## src/core/flpc_pkg.sv

```systemverilog
// Constants, codes and types for the flash LED pulse-count controller.
// Assumes a single 125 MHz clock.
package flpc_pkg;

  // ----------------------------------------------------------------
  // Timebase
  // ----------------------------------------------------------------
  localparam int CLK_MHZ          = 125;
  localparam int LATCH_TIMEOUT_US = 500;
  localparam int OFF_TIMEOUT_US   = 500;
  localparam int FAULT_DELAY_US   = 1400;
  localparam int SAFETY_STEP_MS   = 250;
  localparam int LATCH_CYCLES     = LATCH_TIMEOUT_US * CLK_MHZ;
  localparam int OFF_CYCLES       = OFF_TIMEOUT_US * CLK_MHZ;
  localparam int FAULT_CYCLES     = FAULT_DELAY_US * CLK_MHZ;
  localparam int SAFETY_STEP_CYCLES = SAFETY_STEP_MS * 1000 * CLK_MHZ;
  localparam int STARTUP_TEST_CYCLES = 16;

  // ----------------------------------------------------------------
  // Register addresses and edge counts
  // ----------------------------------------------------------------
  localparam logic [1:0] REG_MOVIE_LEVEL  = 2'h0;
  localparam logic [1:0] REG_SAFETY_TIME  = 2'h1;
  localparam logic [1:0] REG_OUTPUT_EN    = 2'h2;
  localparam logic [1:0] REG_FLASH_RATIO  = 2'h3;
  localparam logic [4:0] EDGE_DATA_MIN    = 5'h01;
  localparam logic [4:0] EDGE_DATA_MAX    = 5'h10;
  localparam logic [4:0] EDGE_ADDR_FIRST  = 5'h11;
  localparam logic [4:0] EDGE_ADDR_LAST   = 5'h14;
  localparam logic [4:0] EDGE_SAT         = 5'h1F;

  // ----------------------------------------------------------------
  // Stored codes are data value minus one
  // ----------------------------------------------------------------
  localparam logic [3:0] DEF_MOVIE_CODE   = 4'h0;
  localparam logic [3:0] DEF_SAFETY_CODE  = 4'h4;
  localparam logic [3:0] DEF_OUTPUT_CODE  = 4'h3;
  localparam logic [3:0] DEF_RATIO_CODE   = 4'h0;
  localparam logic [3:0] SAFETY_OFF_CODE  = 4'h0;
  localparam logic [3:0] SAFETY_MAX_CODE  = 4'h7;
  localparam logic [3:0] MOVIE_ON_MIN     = 4'h2;
  localparam logic [3:0] RATIO_MAX_CODE   = 4'h3;
  localparam logic [3:0] CODE_RESET       = 4'h0;

  // ----------------------------------------------------------------
  // Light output modes and sequencer states
  // ----------------------------------------------------------------
  localparam logic [1:0] MODE_OFF   = 2'h0;
  localparam logic [1:0] MODE_MOVIE = 2'h1;
  localparam logic [1:0] MODE_FLASH = 2'h2;

  typedef enum logic [1:0] {
    LIGHT_OFF   = 2'b00,
    LIGHT_MOVIE = 2'b01,
    LIGHT_FLASH = 2'b11,
    LIGHT_SPENT = 2'b10
  } flpc_light_t;

endpackage

```

## src/core/flpc_top.sv

```systemverilog
// Control logic of a single-channel flash LED driver: pulse-count
// programming, flash sequencing, safety timer and latch-off faults.
// Assumes flash pins and comparator flags are synchronous to ref_clk; enProgPin is synchronised here.
//
// Behaviour
// - Flash starts on rising flash trigger.
// - Inhibit drops flash to default movie level.
// - Movie level is one of 16 log codes.
// - Flash overrides movie; no movie return afterwards.
// - Low sink after overvoltage for 1.4ms latches off.
// - Safety timer ends flash at programmed time.
// - Startup test current; short LED disables channel.
// - Over-temperature for 1.4ms while lit latches off.
// - Flash ends on trigger fall or timeout.
// - Movie register write changes active flash current.
// - Count edges; latch after 500us high.
// - Counts 17 to 20 select address 0 to 3.
// - Counts 1 to 16 are data writes.
// - Each register holds a 4-bit value.
// - Repeated data writes reuse latched address.
// - First edge after disable selects address 0.
// - 500us low shuts down, clearing everything.
// - Unwritten registers use their defaults.
// - Movie code 1 is 100%, 16 is 5.5%.
// - Timer code 1 off; 2-8 give 0.25-1.75s.
// - Output codes 1-2 off, 3-4 on.
// - Ratio codes 1-4 give 100/84/70/62%.
`timescale 1ns/1ps
module flpc_top #(
  parameter int LATCH_CYCLES       = flpc_pkg::LATCH_CYCLES,
  parameter int OFF_CYCLES         = flpc_pkg::OFF_CYCLES,
  parameter int FAULT_CYCLES       = flpc_pkg::FAULT_CYCLES,
  parameter int SAFETY_STEP_CYCLES = flpc_pkg::SAFETY_STEP_CYCLES
) (
  // Clock and reset
  input  wire logic       ref_clk,
  input  wire logic       reset,
  // Host pins
  input  wire logic       enProgPin,
  input  wire logic       flash_trigger_in,
  input  wire logic       flash_inhibit_in,
  // Analog comparator flags on led_sink_pin and die
  input  wire logic       sinkBelowFault,
  input  wire logic       outputAtOvp,
  input  wire logic       sinkAboveShort,
  input  wire logic       overTemp,
  // Power stage control
  output logic            deviceEnabled,
  output logic            boostEnable,
  output logic            sinkEnable,
  output logic            testCurrentOn,
  // Current selection
  output logic [1:0]      lightMode,
  output logic [3:0]      movieLevelCode,
  output logic [1:0]      flashRatioCode,
  // Status
  output logic            faultOpenLed,
  output logic            faultThermal,
  output logic            faultShortLed
);

  // ----------------------------------------------------------------
  // Parameter checks
  // ----------------------------------------------------------------
  if (SAFETY_STEP_CYCLES < 2) begin : g_chk
    $error("flpc_top SAFETY_STEP_CYCLES must be at least 2");
  end

  localparam int PW = $clog2(SAFETY_STEP_CYCLES);
  localparam logic [PW-1:0] STEP_LAST = PW'(SAFETY_STEP_CYCLES - 1);
  localparam logic [4:0] TEST_LAST = 5'(flpc_pkg::STARTUP_TEST_CYCLES - 1);

  // ----------------------------------------------------------------
  // Pin synchroniser and edges
  // ----------------------------------------------------------------
  logic enMeta;
  logic enLevel;
  logic enPrev;
  logic enRise;
  logic trigPrev;
  logic trigRise;

  always_ff @(posedge ref_clk) begin
    if (reset) begin
      enMeta  <= 1'b0;
      enLevel <= 1'b0;
      enPrev  <= 1'b0;
    end else begin
      enMeta  <= enProgPin;
      enLevel <= enMeta;
      enPrev  <= enLevel;
    end
  end

  always_ff @(posedge ref_clk) begin
    if (reset) begin
      trigPrev <= 1'b0;
    end else begin
      trigPrev <= flash_trigger_in;
    end
  end

  assign enRise   = enLevel && !enPrev;
  assign trigRise = flash_trigger_in && !trigPrev;

  // ----------------------------------------------------------------
  // High and low duration timers
  // ----------------------------------------------------------------
  logic latchNow;
  logic shutdown;
  logic enabled;

  // latch timeout measured on high time
  flpc_run_timer #(.LIMIT(LATCH_CYCLES)) u_latch (
    .ref_clk (ref_clk),
    .reset   (reset),
    .run     (enLevel && enabled),
    .expired (latchNow)
  );

  // off timeout measured on low time
  flpc_run_timer #(.LIMIT(OFF_CYCLES)) u_off (
    .ref_clk (ref_clk),
    .reset   (reset),
    .run     (!enLevel && enabled),
    .expired (shutdown)
  );

  // first edge enables with address already zero
  always_ff @(posedge ref_clk) begin
    if (reset || shutdown) begin
      enabled <= 1'b0;
    end else if (enRise) begin
      enabled <= 1'b1;
    end
  end

  // ----------------------------------------------------------------
  // Edge counter and decode
  // ----------------------------------------------------------------
  logic [4:0] edgeCount;
  logic [1:0] address;
  logic       isData;
  logic       isAddr;
  logic       doWrite;

  always_ff @(posedge ref_clk) begin
    if (reset || shutdown || latchNow) begin
      edgeCount <= 5'h00;
    end else if (enRise && edgeCount != flpc_pkg::EDGE_SAT) begin
      edgeCount <= edgeCount + 5'h01;
    end
  end

  assign isData = (edgeCount >= flpc_pkg::EDGE_DATA_MIN)
               && (edgeCount <= flpc_pkg::EDGE_DATA_MAX);
  assign isAddr = (edgeCount >= flpc_pkg::EDGE_ADDR_FIRST)
               && (edgeCount <= flpc_pkg::EDGE_ADDR_LAST);
  assign doWrite = latchNow && isData;

  // address select; larger counts fall through
  // address stays until changed or shutdown
  always_ff @(posedge ref_clk) begin
    if (reset || shutdown) begin
      address <= flpc_pkg::REG_MOVIE_LEVEL;
    end else if (latchNow && isAddr) begin
      address <= 2'(edgeCount - flpc_pkg::EDGE_ADDR_FIRST);
    end
  end

  // ----------------------------------------------------------------
  // Data registers
  // ----------------------------------------------------------------
  logic [3:0] regCode [4];
  logic [3:0] regWritten;

  // data write to addressed register; 4-bit store
  always_ff @(posedge ref_clk) begin
    if (reset || shutdown) begin
      for (int i = 0; i < 4; i++) begin
        regCode[i] <= flpc_pkg::CODE_RESET;
      end
      regWritten <= 4'h0;
    end else if (doWrite) begin
      regCode[address]    <= 4'(edgeCount - flpc_pkg::EDGE_DATA_MIN);
      regWritten[address] <= 1'b1;
    end
  end

  logic [3:0] effMovie;
  logic [3:0] effSafety;
  logic [3:0] effOutput;
  logic [3:0] effRatio;

  assign effMovie  = regWritten[flpc_pkg::REG_MOVIE_LEVEL]
                   ? regCode[flpc_pkg::REG_MOVIE_LEVEL] : flpc_pkg::DEF_MOVIE_CODE;
  assign effSafety = regWritten[flpc_pkg::REG_SAFETY_TIME]
                   ? regCode[flpc_pkg::REG_SAFETY_TIME] : flpc_pkg::DEF_SAFETY_CODE;
  assign effOutput = regWritten[flpc_pkg::REG_OUTPUT_EN]
                   ? regCode[flpc_pkg::REG_OUTPUT_EN] : flpc_pkg::DEF_OUTPUT_CODE;
  assign effRatio  = regWritten[flpc_pkg::REG_FLASH_RATIO]
                   ? regCode[flpc_pkg::REG_FLASH_RATIO] : flpc_pkg::DEF_RATIO_CODE;

  logic       movieOn;
  logic [2:0] safetySteps;
  logic [1:0] ratioSel;

  assign movieOn = (effOutput >= flpc_pkg::MOVIE_ON_MIN);
  // timer steps of 0.25 s, code 0 disables
  assign safetySteps = (effSafety > flpc_pkg::SAFETY_MAX_CODE)
                     ? 3'(flpc_pkg::SAFETY_MAX_CODE) : 3'(effSafety);
  // ratio codes, higher data clamped to lowest ratio
  assign ratioSel = (effRatio > flpc_pkg::RATIO_MAX_CODE)
                  ? 2'(flpc_pkg::RATIO_MAX_CODE) : 2'(effRatio);

  // ----------------------------------------------------------------
  // Start-up short LED test
  // ----------------------------------------------------------------
  logic [4:0] testCount;
  logic       testing;
  logic       testDone;
  logic       shortTrip;

  always_ff @(posedge ref_clk) begin
    if (reset || shutdown) begin
      testCount <= 5'h00;
      testing   <= 1'b0;
      testDone  <= 1'b0;
    end else if (enRise && !enabled) begin
      testCount <= 5'h00;
      testing   <= 1'b1;
    end else if (testing) begin
      testCount <= testCount + 5'h01;
      if (testCount == TEST_LAST) begin
        testing  <= 1'b0;
        testDone <= 1'b1;
      end
    end
  end

  // sink still high at end of test disables channel
  always_ff @(posedge ref_clk) begin
    if (reset) begin
      shortTrip <= 1'b0;
    end else if (testing && testCount == TEST_LAST && sinkAboveShort) begin
      shortTrip <= 1'b1;
    end else if (shutdown) begin
      shortTrip <= 1'b0;
    end
  end

  // ----------------------------------------------------------------
  // Protection latches
  // ----------------------------------------------------------------
  flpc_pkg::flpc_light_t lightState;
  flpc_pkg::flpc_light_t next_lightState;
  logic                  lit;
  logic                  openTrip;
  logic                  hotTrip;

  assign lit = (lightState == flpc_pkg::LIGHT_MOVIE)
            || (lightState == flpc_pkg::LIGHT_FLASH);

  flpc_fault_latch #(.DELAY(FAULT_CYCLES)) u_open (
    .ref_clk (ref_clk),
    .reset   (reset),
    .cond    (outputAtOvp && sinkBelowFault),
    .clear   (shutdown),
    .tripped (openTrip)
  );

  flpc_fault_latch #(.DELAY(FAULT_CYCLES)) u_hot (
    .ref_clk (ref_clk),
    .reset   (reset),
    .cond    (overTemp && lit),
    .clear   (shutdown),
    .tripped (hotTrip)
  );

  // ----------------------------------------------------------------
  // Flash safety timer
  // ----------------------------------------------------------------
  logic [PW-1:0] stepCount;
  logic [2:0]    stepsDone;
  logic          timedOut;

  always_ff @(posedge ref_clk) begin
    if (reset || lightState != flpc_pkg::LIGHT_FLASH) begin
      stepCount <= '0;
      stepsDone <= 3'h0;
    end else if (stepCount == STEP_LAST) begin
      stepCount <= '0;
      stepsDone <= stepsDone + 3'h1;
    end else begin
      stepCount <= stepCount + PW'(1);
    end
  end

  // code 0 keeps the timer from expiring
  assign timedOut = (safetySteps != 3'h0) && (stepsDone == safetySteps);

  // ----------------------------------------------------------------
  // Light sequencer
  // ----------------------------------------------------------------
  // flash on edge, spent until disable
  always_comb begin
    next_lightState = lightState;
    case (lightState)
      flpc_pkg::LIGHT_OFF: begin
        if (enabled && movieOn) next_lightState = flpc_pkg::LIGHT_MOVIE;
      end
      flpc_pkg::LIGHT_MOVIE: begin
        if (!enabled || !movieOn) next_lightState = flpc_pkg::LIGHT_OFF;
      end
      flpc_pkg::LIGHT_FLASH: begin
        if (!flash_trigger_in || timedOut) next_lightState = flpc_pkg::LIGHT_SPENT;
      end
      flpc_pkg::LIGHT_SPENT: begin
        if (!enabled) next_lightState = flpc_pkg::LIGHT_OFF;
      end
      default: begin
        next_lightState = flpc_pkg::LIGHT_OFF;
      end
    endcase
    if (trigRise) next_lightState = flpc_pkg::LIGHT_FLASH;
  end

  // a tripped open-LED or thermal fault holds the light off
  always_ff @(posedge ref_clk) begin
    if (reset || shutdown || openTrip || hotTrip) begin
      lightState <= flpc_pkg::LIGHT_OFF;
    end else begin
      lightState <= next_lightState;
    end
  end

  // ----------------------------------------------------------------
  // Registered outputs
  // ----------------------------------------------------------------
  logic inhibited;

  assign inhibited = (lightState == flpc_pkg::LIGHT_FLASH) && flash_inhibit_in;

  always_ff @(posedge ref_clk) begin
    if (reset) begin
      deviceEnabled <= 1'b0;
      boostEnable   <= 1'b0;
      sinkEnable    <= 1'b0;
      testCurrentOn <= 1'b0;
    end else begin
      deviceEnabled <= enabled;
      boostEnable   <= lit && !shortTrip && !openTrip && !hotTrip;
      sinkEnable    <= lit && !shortTrip && !openTrip && !hotTrip;
      testCurrentOn <= testing;
    end
  end

  // inhibit shows the default movie level; level live in flash
  always_ff @(posedge ref_clk) begin
    if (reset) begin
      lightMode      <= flpc_pkg::MODE_OFF;
      movieLevelCode <= flpc_pkg::CODE_RESET;
      flashRatioCode <= 2'h0;
    end else begin
      if (inhibited || lightState == flpc_pkg::LIGHT_MOVIE) begin
        lightMode <= flpc_pkg::MODE_MOVIE;
      end else if (lightState == flpc_pkg::LIGHT_FLASH) begin
        lightMode <= flpc_pkg::MODE_FLASH;
      end else begin
        lightMode <= flpc_pkg::MODE_OFF;
      end
      movieLevelCode <= inhibited ? flpc_pkg::DEF_MOVIE_CODE : effMovie;
      flashRatioCode <= ratioSel;
    end
  end

  always_ff @(posedge ref_clk) begin
    if (reset) begin
      faultOpenLed  <= 1'b0;
      faultThermal  <= 1'b0;
      faultShortLed <= 1'b0;
    end else begin
      faultOpenLed  <= openTrip;
      faultThermal  <= hotTrip;
      faultShortLed <= shortTrip;
    end
  end
endmodule

```

## src/core/flpc_run_timer.sv

```systemverilog
// Duration counter: counts while run is high, restarts when run drops.
// Assumes run is synchronous to clk.
`timescale 1ns/1ps
module flpc_run_timer #(
  parameter int LIMIT = 62500
) (
  // Clock and reset
  input  wire logic ref_clk,
  input  wire logic reset,
  // Control
  input  wire logic run,
  // One-cycle pulse when run has lasted LIMIT cycles
  output logic      expired
);
  localparam int W = $clog2(LIMIT + 1);
  localparam logic [W-1:0] LAST = W'(LIMIT - 1);

  if (LIMIT < 2) begin : g_chk
    $error("flpc_run_timer LIMIT must be at least 2");
  end

  logic [W-1:0] count;
  logic         done;

  always_ff @(posedge ref_clk) begin
    if (reset || !run) begin
      count <= '0;
      done  <= 1'b0;
    end else if (!done) begin
      count <= count + W'(1);
      done  <= (count == LAST);
    end
  end

  always_ff @(posedge ref_clk) begin
    if (reset || !run) begin
      expired <= 1'b0;
    end else begin
      expired <= !done && (count == LAST);
    end
  end
endmodule

```

## src/core/flpc_fault_latch.sv

```systemverilog
// Persistence filter with sticky trip for a protection condition.
// Assumes cond is synchronous to clk; clear comes from shutdown.
`timescale 1ns/1ps
module flpc_fault_latch #(
  parameter int DELAY = 175000
) (
  // Clock and reset
  input  wire logic ref_clk,
  input  wire logic reset,
  // Condition and release
  input  wire logic cond,
  input  wire logic clear,
  // Sticky trip level
  output logic      tripped
);
  localparam int W = $clog2(DELAY + 2);
  localparam logic [W-1:0] LAST = W'(DELAY);

  if (DELAY < 1) begin : g_chk
    $error("flpc_fault_latch DELAY must be at least 1");
  end

  logic [W-1:0] count;
  logic         hit;

  assign hit = cond && (count == LAST);

  always_ff @(posedge ref_clk) begin
    if (reset || !cond || clear) begin
      count <= '0;
    end else if (count != LAST) begin
      count <= count + W'(1);
    end
  end

  // Trip wins over clear
  always_ff @(posedge ref_clk) begin
    if (reset) begin
      tripped <= 1'b0;
    end else begin
      tripped <= hit || (tripped && !clear);
    end
  end
endmodule

```

## config.mk

```make
export PLATFORM = sky130hd
export DESIGN_NAME = flpc_top
export DESIGN_NICKNAME = d
export VERILOG_FILES = /design/src/core/flpc_pkg.sv /design/src/core/flpc_top.sv /design/src/core/flpc_run_timer.sv /design/src/core/flpc_fault_latch.sv
export SDC_FILE = /design/constraint.sdc
export NUM_CORES = 1
export LEC_CHECK = 0
export BUFFER_PORTS_ARGS = -buffer_cell sky130_fd_sc_hd__buf_2
export CAP_MARGIN = 10
export CORE_MARGIN = 2
export CORE_UTILIZATION = 35
export DETAILED_ROUTE_END_ITERATION = 12
export HOLD_SLACK_MARGIN = 0.02
export PLACE_DENSITY_LB_ADDON = 0.2
export SLEW_MARGIN = 10
export SYNTH_ARGS = -nofsm -noshare
export SYNTH_HDL_FRONTEND = slang
export SYNTH_SLANG_ARGS = --single-unit
```

## constraint.sdc

```tcl
create_clock -name ref_clk -period 4.8 [get_ports ref_clk]
set_input_delay 0.96 -clock ref_clk [delete_from_list [all_inputs] [get_ports ref_clk]]
set_output_delay 0.96 -clock ref_clk [all_outputs]
set_load 0.01 [all_outputs]
```

==> reports/metrics.yaml, run 1 <==
status: "finished, final reports clean"
r2r_start: "stepCount[7]$_SDFF_PP0_"
dr.pass1.iters: 4
crit_arrival_ns: 2.70
slew_violations: 0
netlist_area_um2: 6680
antenna_found_initial: 2
h-tree-depth: 4
combPwrFrac_pct: 2.5
drc_errors: 0
ir_worst_vdd_uv: 274
crit_fanout: 24
yosys.area.top_type: "dfxtp_1"
ios: 24
drive_gt1_share_pct: 8.84
grtUsageTotal_pct: 13.7
cp.depth: 5
die_h_um: 142
coreArea_um2: 18700
final-seq-area_um2: 3270
routed.top_layer: "met5"
clock.fmax_ghz: 0.411
clkLatencyLatePin_ns: 0.42
switching_share_pct: 21.1
met3_length_um: 460
ant_nets: 0
dp_slack_ns: 2.16
wirelength_mm: 12.9
multi_input_area_um2: 3190
dieArea_um2: 20200
setup_slack_ns: 2.37
vias: 4944
async_flop_share_pct: 0
rsz0062_at_grt: "false"
period_minus_slack_ns: 2.43
yosysMostFrequentCell: "dfxtp_1"
port_buffers: 23
ys_seq_area_share_pct: 49.0
crit_slowest_cell: "nand2b_1"
start_util_pct: 35.7
critical_path.max_stage_delay_ns: 0.70
ys_top_cells_by_area: "dfxtp_1 42%, xor2_1 7.0%, edfxtp_1 6.7%, nor2_1 6.7%, xnor2_1 4.5%"
synth.ff_latch_count: 156
grt_max_degree: 25
synth_ff_type: "dfxtp_1"
die_w_um: 142
drt_first_iter_violations: 205
grt_pass1_vias: 4777
synth_commonest_cells: "141 x dfxtp_1, 120 x nor2_1, 53 x xor2_1, 45 x nand2_1, 35 x nand3_1"
via_per_inst: 5.03
hold_path_class: "reg -> reg"
cts-resized-gates: 0
layout.cells.non_filler: 982
synth_cell_types: 57
syn2layout_area_growth_pct: 13.6
path_buf_inv: 0
dpl.hpwl_mm: 9.13
cts-buffers-inserted: 17
crit_path_end: "stepCount[10]$_SDFF_PP0_"
fillers: 1828
synth_area_per_cell_um2: 9.34
regToRegEndpoint: "stepCount[10]$_SDFF_PP0_"
hold_violations: 0
slew-limit-headroom_pct: 37.2
setup_viol: 0
clk_pin_slew_ns: 0.06
cts_hold_buf: 0
powerDensity_nw_per_um2: 373
p_seq_share_pct: 47.7
reg2reg_depth: 5
worst_slew_pin_slew_ns: 0.943
syn_nets: 738
clock_path_buffers: 2
root_buffer: "clkbuf_16"
endpoint_kind: "flop"
overflow: 0
required_ns: 5.07
startpoint: "stepCount[7]$_SDFF_PP0_"
critical_path.cell_chain: "or4b_1, nor4_2, nand2_1, nand2b_1, nor2_1"
yosys_warnings: 0
drv_cap: 0
placedCellCount: 949
drt-met1-wl_mm: 6.19
clockPowerShare_pct: 49.8
crit_type: "reg -> reg"
routed-wl-met2_mm: 6.13
cts_tree: "built"
p_leak_nw: 2.63
crit_family: "simple AND/OR/NAND/NOR gates"
power.switching_uw: 598
cts_num_sinks: 156
tns_ns: 0
synth_cells: 715
finalCritPeriodShare_pct: 50.6
gp_congestion: 0.801
cell_internal_pwr_mw: 2.23
grt_pass1_wl_mm: 22.3
design_power_total_mw: 2.83
num_rows: 50
nets: 757
wl_per_cell_um: 13.1
start_kind: "flop"
fin_worst_skew_ns: 0.00989
postCtsSetupBuffers: 0
yosys.area.top_type_share_pct: 42.3
synth_edf_count: 15
whs_ns: 0.438
regToRegSetupSlack_ns: 2.37
[registers in the layout, summed over array words and instances (netlist names), 5 cells and up]
name / flops
u_hot.count: 18
u_open.count: 18
regCode: 15
u_latch.count: 16
edgeCount: 5
testCount: 5
u_off.count: 16
stepCount: 25
[power groups by stage]
| stage | registers, mW | logic, mW | clock network [mW] |
|---|---|---|---|
| 6_report | 1.35 | 0.0703 | 1.41 |
| 5_1_grt | 1.35 | 0.0791 | 1.51 |
| 4_1_cts | 1.35 | 0.0712 | 1.45 |
| 3_5_place_dp | 1.38 | 0.0707 | 0 |
| 3_3_place_gp | 1.38 | 0.0684 | 0 |
| 2_1_floorplan | 1.37 | 0.0587 | 0 |
[area by class of cell]
class / count / share of cell area, %
sequential: 156 / 43.2
multi-input combinational: 514 / 42.1
clock buffer: 18 / 5.66
tap: 234 / 3.86
clock inverter: 14 / 2.52
timing repair buffer: 24 / 1.62
inverter: 21 / 1.04
antenna: 1 / 0.0330
[kinds of logic (layout without fill, tap and decap cells)]
| family | count (synthesis) | count (layout) | synth area share [%] |
|---|---|---|---|
| buffers and inverters | 45 | 77 | 3.13 |
| DFF | 156 | 156 | 49.0 |
| muxes | 9 | 9 | 1.35 |
| other | 0 | 1 | 0 |
| xor gates and xnor gates | 87 | 87 | 11.4 |
| AOI/OAI and AO/OA | 54 | 54 | 4.89 |
| and+or+nand+nor | 349 | 349 | 27.4 |
| adders and majority gates | 15 | 15 | 2.77 |
[through the flow]
stage               area, um^2  util [%]
floorplan                 6680         -
global placement          6960      37.2
detailed placement        6960      37.2
CTS                       7580      40.5
global route              7580      40.5
finish                    7580      40.5
[cells in the final DEF (no fill, tap or decap), drive strengths merged, types with 3 or more instances in the layout]
cell,count
dfxtp,141
nand3,35
clkbuf,18
buf,24
inv,24
nand4,21
o31ai,3
or3b,3
clkinv,5
nor3,21
nand2b,9
nor4,16
nand2,45
edfxtp,15
a21oi,20
and4,7
and2,5
or4,3
nor4b,6
ha,14
nor2,120
bufinv,4
and3,19
xnor2,34
mux2i,9
nor2b,13
or4b,4
or3,11
o21ai,18
xor2,53
[how the worst min path moves through the flow]
stage                                           start                           end  depth (start not counted)
final                     regCode[0][0]$_SDFFCE_PN0P_  movieLevelCode[0]$_SDFF_PP0_                          1
after global routing      regCode[0][0]$_SDFFCE_PN0P_  movieLevelCode[0]$_SDFF_PP0_                          1
after floorplan                shortTrip$_SDFFE_PP0P_         sinkEnable$_SDFF_PP0_                          1
after global placement    regCode[0][1]$_SDFFCE_PN0P_  movieLevelCode[1]$_SDFF_PP0_                          1
after CTS                 regCode[0][0]$_SDFFCE_PN0P_  movieLevelCode[0]$_SDFF_PP0_                          1
after detailed placement  regCode[0][0]$_SDFFCE_PN0P_  movieLevelCode[0]$_SDFF_PP0_                          1
[metal layers]
layer / up-vias / GRT usage [%]
met2: 62 / 22.1
li1: 2508 / -
met3: 7 / 3.77
met1: 2365 / 17.7
met5: - / 0
met4: 2 / 4.68
(Power assumes the default switching activity.)
==> inputs of run 2 (changes only) <==
Clock period 4.8 ns to 2 ns, I/O delays scaled along.
==> reports/metrics.yaml, run 2 (synthesis gave the netlist of run 1 again) <==
die_w_um: 142  # unchanged
fin_worst_skew_ns: 0.00783  # -0.00206 ns
regMostFlops: "stepCount"
clock_path_buffers: 2  # unchanged
clk_pin_slew_ns: 0.06  # about the same
cts_hold_buf: 0  # unchanged
dr.pass1.iters: 6  # +2
cts-resized-gates: 0  # unchanged
largestRegisters: "stepCount: 25 flops, u_hot.count: 18 flops, u_open.count: 18 flops"
clkLatencyLatePin_ns: 0.41  # about the same
dieArea_um2: 20200  # unchanged
grt_max_degree: 25  # unchanged
ir_worst_vdd_uv: 556  # +100%
syn2layout_area_growth_pct: 15.8
grtUsageTotal_pct: 13.5  # -0.19 points
h-tree-depth: 4  # unchanged
use_met1_pct: 16.8  # -0.88 points
hold_path_class: "in -> reg"
cts_num_sinks: 156  # unchanged
start_kind: "flop"
cell_internal_pwr_mw: 5.11  # +130%
root_buffer: "clkbuf_16"
required_ns: 2.12  # -2.95 ns
layout.cells.non_filler: 1003  # +2.1%
p_seq_share_pct: 50.4  # +2.7 points
period_minus_slack_ns: 1.92  # -0.508 ns
slew_violations: 0  # unchanged
critical_path.max_stage_delay_ns: 0.45  # -0.25 ns
num_rows: 50  # unchanged
slew-limit-headroom_pct: 62.7  # +25 points
combPwrFrac_pct: 2.9  # +0.4 points
dpl.hpwl_mm: 9.33  # +2.2%
gp_congestion: 0.801  # about the same
powerDensity_nw_per_um2: 831  # +120%
cts-buffers-inserted: 17  # unchanged
drv_cap: 0  # unchanged
final_cell_area_um2: 7730  # +1.9%
postCtsSetupBuffers: 0  # unchanged
tns_ns: 0  # unchanged
crit_fanout: 6  # -75%
grt_pass1_vias: 4887  # +2.3%
clock.fmax_ghz: 0.520  # +26%
endpoint_kind: "flop"
cts_tree: "built"
crit_type: "reg -> reg"
wirelength_mm: 12.7  # -1.1%
largest_reg_flops: 25  # unchanged
crit_slowest_cell: "or3b_1"
switching_share_pct: 20.4  # -0.68 points
drive_gt1_share_pct: 11.3  # +2.5 points
ios: 24  # unchanged
p_leak_nw: 2.72  # +3.5%
critical_path.cell_chain: "inv_1, ha_1, nand2_1, nor4_4, o21ai_2, or3b_1, nand2_2"
final_common_cell: "dfxtp_1"
hold_violations: 0  # unchanged
nets: 779  # +2.9%
overflow: 0  # unchanged
die_h_um: 142  # unchanged
layout_common_cells: "141 x dfxtp_1, 120 x nor2_1, 53 x xor2_1"
dpl_cell_area_um2: 7140  # +2.6%
ant_nets: 0  # unchanged
final_util_pct: 41.3  # +0.78 points
drc_errors: 0  # unchanged
clockPowerShare_pct: 46.7  # -3.1 points
use_met2_pct: 22.5  # +0.33 points
worst_slew_pin_slew_ns: 0.555  # -0.387 ns
top_usage_layer: "met2"
wl_per_cell_um: 12.7  # -3.1%
setup_viol: 0  # unchanged
antenna_found_initial: 2  # unchanged
finalCritPeriodShare_pct: 96.1  # +45 points
coreArea_um2: 18700  # unchanged
placedCellCount: 971  # +2.3%
crit_arrival_ns: 2.04  # -0.66 ns
power.switching_mw: 1.31  # +120%
drt_first_iter_violations: 165  # -20%
via_per_inst: 4.91  # -2.5%
start_util_pct: 35.7  # unchanged
vias: 4922  # -0.44%
use_met3_pct: 4.41  # +0.64 points
status: "finished, final reports clean"
port_buffers: 23  # unchanged
rsz0062_at_grt: "true"
grt_pass1_wl_mm: 22.2  # -0.34%
==> run 2: final cells by class <==
cell class                      instances  area, um^2
Clock inverter                          6        62.6
Sequential cell                       156        3270
Fill cell                            1865       11000
Inverter                               21        78.8
Clock buffer                           24         493
Antenna cell                            2        5.00
Timing Repair Buffer                   46         300
Multi-Input combinational cell        514        3220
Tap cell                              234         293
==> run 2: path summary, 6_finish.rpt <==
check / startpoint / end / slack [ns] / cells past startpoint
worst max-delay path: edgeCount[0]$_SDFFE_PP0P_ / regCode[2][2]$_SDFFCE_PN0P_ / 0.08 / 7
worst min-delay path: flash_inhibit_in / lightMode[1]$_SDFF_PP0_ / 0.19 / 2
worst max register to register: edgeCount[0]$_SDFFE_PP0P_ / regCode[2][2]$_SDFFCE_PN0P_ / 0.08 / 7
worst min register to register: shortTrip$_SDFFE_PP0P_ / sinkEnable$_SDFF_PP0_ / 0.42 / 1
==> run 2: routing by layer <==
metal  wire length [um]  vias up
li1                   -     2556
met2               5920       53
met4                140        0
met1               6190     2303
met3                494       10
met5                  0        -
==> run 2: worst max-delay path, delay by kind of cell, from the launching register on <==
family / cells / cell delay, ns
buffers and inverters: 1 / 0.09
DFF: 1 / 0.33
and+or+nand+nor: 4 / 0.88
adders and majority gates: 1 / 0.18
AOI/OAI and AO/OA: 1 / 0.15
==> run 2: power groups by stage <==
stage	Combinational (mW)	Clock (mW)	Sequential (mW)
after floorplan	0.141	0	3.29
after detailed placement	0.186	0	3.31
after global placement	0.184	0	3.30
after global routing	0.206	3.23	3.24
after CTS	0.187	3.08	3.24
final	0.185	3.00	3.24
==> run 2: through the flow <==
| stage | worst slack (ns) | hold WS (ns) | total power, mW |
|---|---|---|---|
| floorplan | 0.00539 | 0.392 | 3.43 |
| global placement | 0.0624 | 0.415 | 3.49 |
| detailed placement | 0.0264 | 0.412 | 3.49 |
| CTS | 0.00789 | 0.174 | 6.51 |
| global route | -0.0361 | 0.177 | 6.68 |
| finish | 0.0778 | 0.192 | 6.42 |
==> inputs of run 3 (changes only) <==
Settings changed: CELL_PAD_IN_SITES_DETAIL_PLACEMENT from default to 0, CELL_PAD_IN_SITES_GLOBAL_PLACEMENT from default to 1.
==> reports/metrics.yaml, run 3 (synthesis gave the netlist of run 1 again) <==
placedCellCount: 973  # +0.21%
cts-buffers-inserted: 17  # unchanged
die_h_um: 142  # unchanged
largestRegisters: "stepCount: 25 flops, u_hot.count: 18 flops, u_open.count: 18 flops"
start_kind: "flop"
syn2layout_area_growth_pct: 17.3
fin_worst_skew_ns: 0.00649  # -0.00134 ns
regMostFlops: "stepCount"
reg2reg_depth: 6  # -1
num_rows: 50  # unchanged
ios: 24  # unchanged
design_power_total_mw: 6.74  # +5.0%
start_util_pct: 35.7  # unchanged
layout_common_cells: "141 x dfxtp_1, 119 x nor2_1, 53 x xor2_1"
whs_endpoint: "lightMode[1]$_SDFF_PP0_"
slew-limit-headroom_pct: 55.5  # -7.2 points
grt_max_degree: 25  # unchanged
regToRegEndpoint: "regCode[0][0]$_SDFFCE_PN0P_"
clk_pin_slew_ns: 0.06  # about the same
largest_reg_flops: 25  # unchanged
dpl_cell_area_um2: 7160  # +0.21%
dr.pass1.iters: 4  # -2
drt_first_iter_violations: 171  # +3.6%
coreArea_um2: 18700  # unchanged
port_buffers: 23  # unchanged
grtUsageTotal_pct: 13.7  # +0.20 points
wl_per_cell_um: 13.1  # +3.2%
powerDensity_nw_per_um2: 861  # +3.6%
setup_viol: 0  # unchanged
hold_path_depth: 2  # unchanged
tns_ns: 0  # unchanged
ir_worst_vdd_uv: 523  # -6.0%
dp_slack_ns: 0.0372  # +0.0108 ns
finalCritPeriodShare_pct: 96.1  # about the same
whs_ns: 0.201  # +0.00847 ns
grt_pass1_wl_mm: 22.1  # -0.15%
drive_gt1_share_pct: 12.5  # +1.2 points
clock_path_buffers: 2  # unchanged
endpoint_kind: "flop"
cts_tree: "built"
antenna_found_initial: 1  # -1
cts_num_sinks: 156  # unchanged
clock.fmax_ghz: 0.520  # about the same
final_common_cell: "dfxtp_1"
status: "finished, final reports clean"
die_w_um: 142  # unchanged
p_leak_nw: 2.75  # +1.0%
ant_nets: 0  # unchanged
drc_errors: 0  # unchanged
dpl.hpwl_mm: 9.22  # -1.1%
required_ns: 2.18  # +0.06 ns
final_util_pct: 41.9  # +0.56 points
vias: 4876  # -0.93%
crit_type: "reg -> reg"
hold_path_class: "in -> reg"
drv_cap: 0  # unchanged
cts_hold_buf: 0  # unchanged
gp_congestion: 0.762  # -4.8%
setup_slack_ns: 0.0781  # +0.000283 ns
final_cell_area_um2: 7830  # +1.3%
hold_violations: 0  # unchanged
period_minus_slack_ns: 1.92  # -0.000283 ns
via_per_inst: 4.84  # -1.4%
slew_violations: 0  # unchanged
clkLatencyLatePin_ns: 0.42  # about the same
worst_slew_pin_slew_ns: 0.661  # +0.106 ns
regToRegSetupSlack_ns: 0.08  # about the same
crit_arrival_ns: 2.10  # +0.06 ns
layout.cells.non_filler: 1008  # +0.50%
root_buffer: "clkbuf_16"
crit_fanout: 8  # +2
dieArea_um2: 20200  # unchanged
overflow: 0  # unchanged
nets: 783  # +0.51%
r2r_start: "edgeCount[0]$_SDFFE_PP0P_"
grt_pass1_vias: 4767  # -2.5%
h-tree-depth: 4  # unchanged
worstHoldStart: "flash_inhibit_in"
wirelength_mm: 13.2  # +3.8%
-- run 3: how the worst max path moves through the flow --
stage | from | to | slack [ns] | cells past startpoint
4_1_cts | edgeCount[0]$_SDFFE_PP0P_ | regCode[0][0]$_SDFFCE_PN0P_ | 0.02 | 6
3_3_place_gp | edgeCount[0]$_SDFFE_PP0P_ | regCode[0][1]$_SDFFCE_PN0P_ | 0.05 | 6
5_1_grt | edgeCount[0]$_SDFFE_PP0P_ | regCode[0][0]$_SDFFCE_PN0P_ | -0.01 | 8
2_1_floorplan | edgeCount[0]$_SDFFE_PP0P_ | regCode[2][1]$_SDFFCE_PN0P_ | 0.005 | 9
3_5_place_dp | edgeCount[0]$_SDFFE_PP0P_ | regCode[0][0]$_SDFFCE_PN0P_ | 0.04 | 6
6_report | edgeCount[0]$_SDFFE_PP0P_ | regCode[0][0]$_SDFFCE_PN0P_ | 0.08 | 6
-- run 3: power breakdown --
group          switching (mW)  internal [mW]  leakage [nW]
clock                    1.26           2.05         0.300
sequential             0.0396           3.20          1.28
combinational           0.109         0.0816          1.17
total                    1.41           5.33          2.75
-- run 3: layout make-up --
| cell class | instances | area (um^2) |
|---|---|---|
| Fill cell | 1843 | 10900 |
| Sequential cell | 156 | 3270 |
| Multi-Input combinational cell | 514 | 3240 |
| Clock buffer | 23 | 510 |
| Timing Repair Buffer | 50 | 330 |
| Tap cell | 234 | 293 |
| Clock inverter | 9 | 105 |
| Inverter | 21 | 78.8 |
| Antenna cell | 1 | 2.50 |
-- run 3: critical path, cell delays in order, from the launching register on --
cell,delay [ns]
dfxtp_1,0.34
or3_4,0.40
o311a_4,0.33
o21ai_4,0.19
buf_4,0.18
o31ai_1,0.07
buf_4,0.16
-- run 3: routing by layer --
layer,vias to the layer above,GRT usage [%],share of wire [%]
met4,0,4.42,0.76
met5,-,0,0
met1,2289,16.5,47
met2,29,23.0,49
met3,6,4.61,3.2
li1,2552,-,-
-- run 3: what timing repair did --
action | 4_1_cts | 5_1_grt
gates resized for setup | 0 | 7
endpoints found under the hold margin | 0 | 0
endpoints found under the setup margin | 0 | 19
buffers inserted | 0 | 2
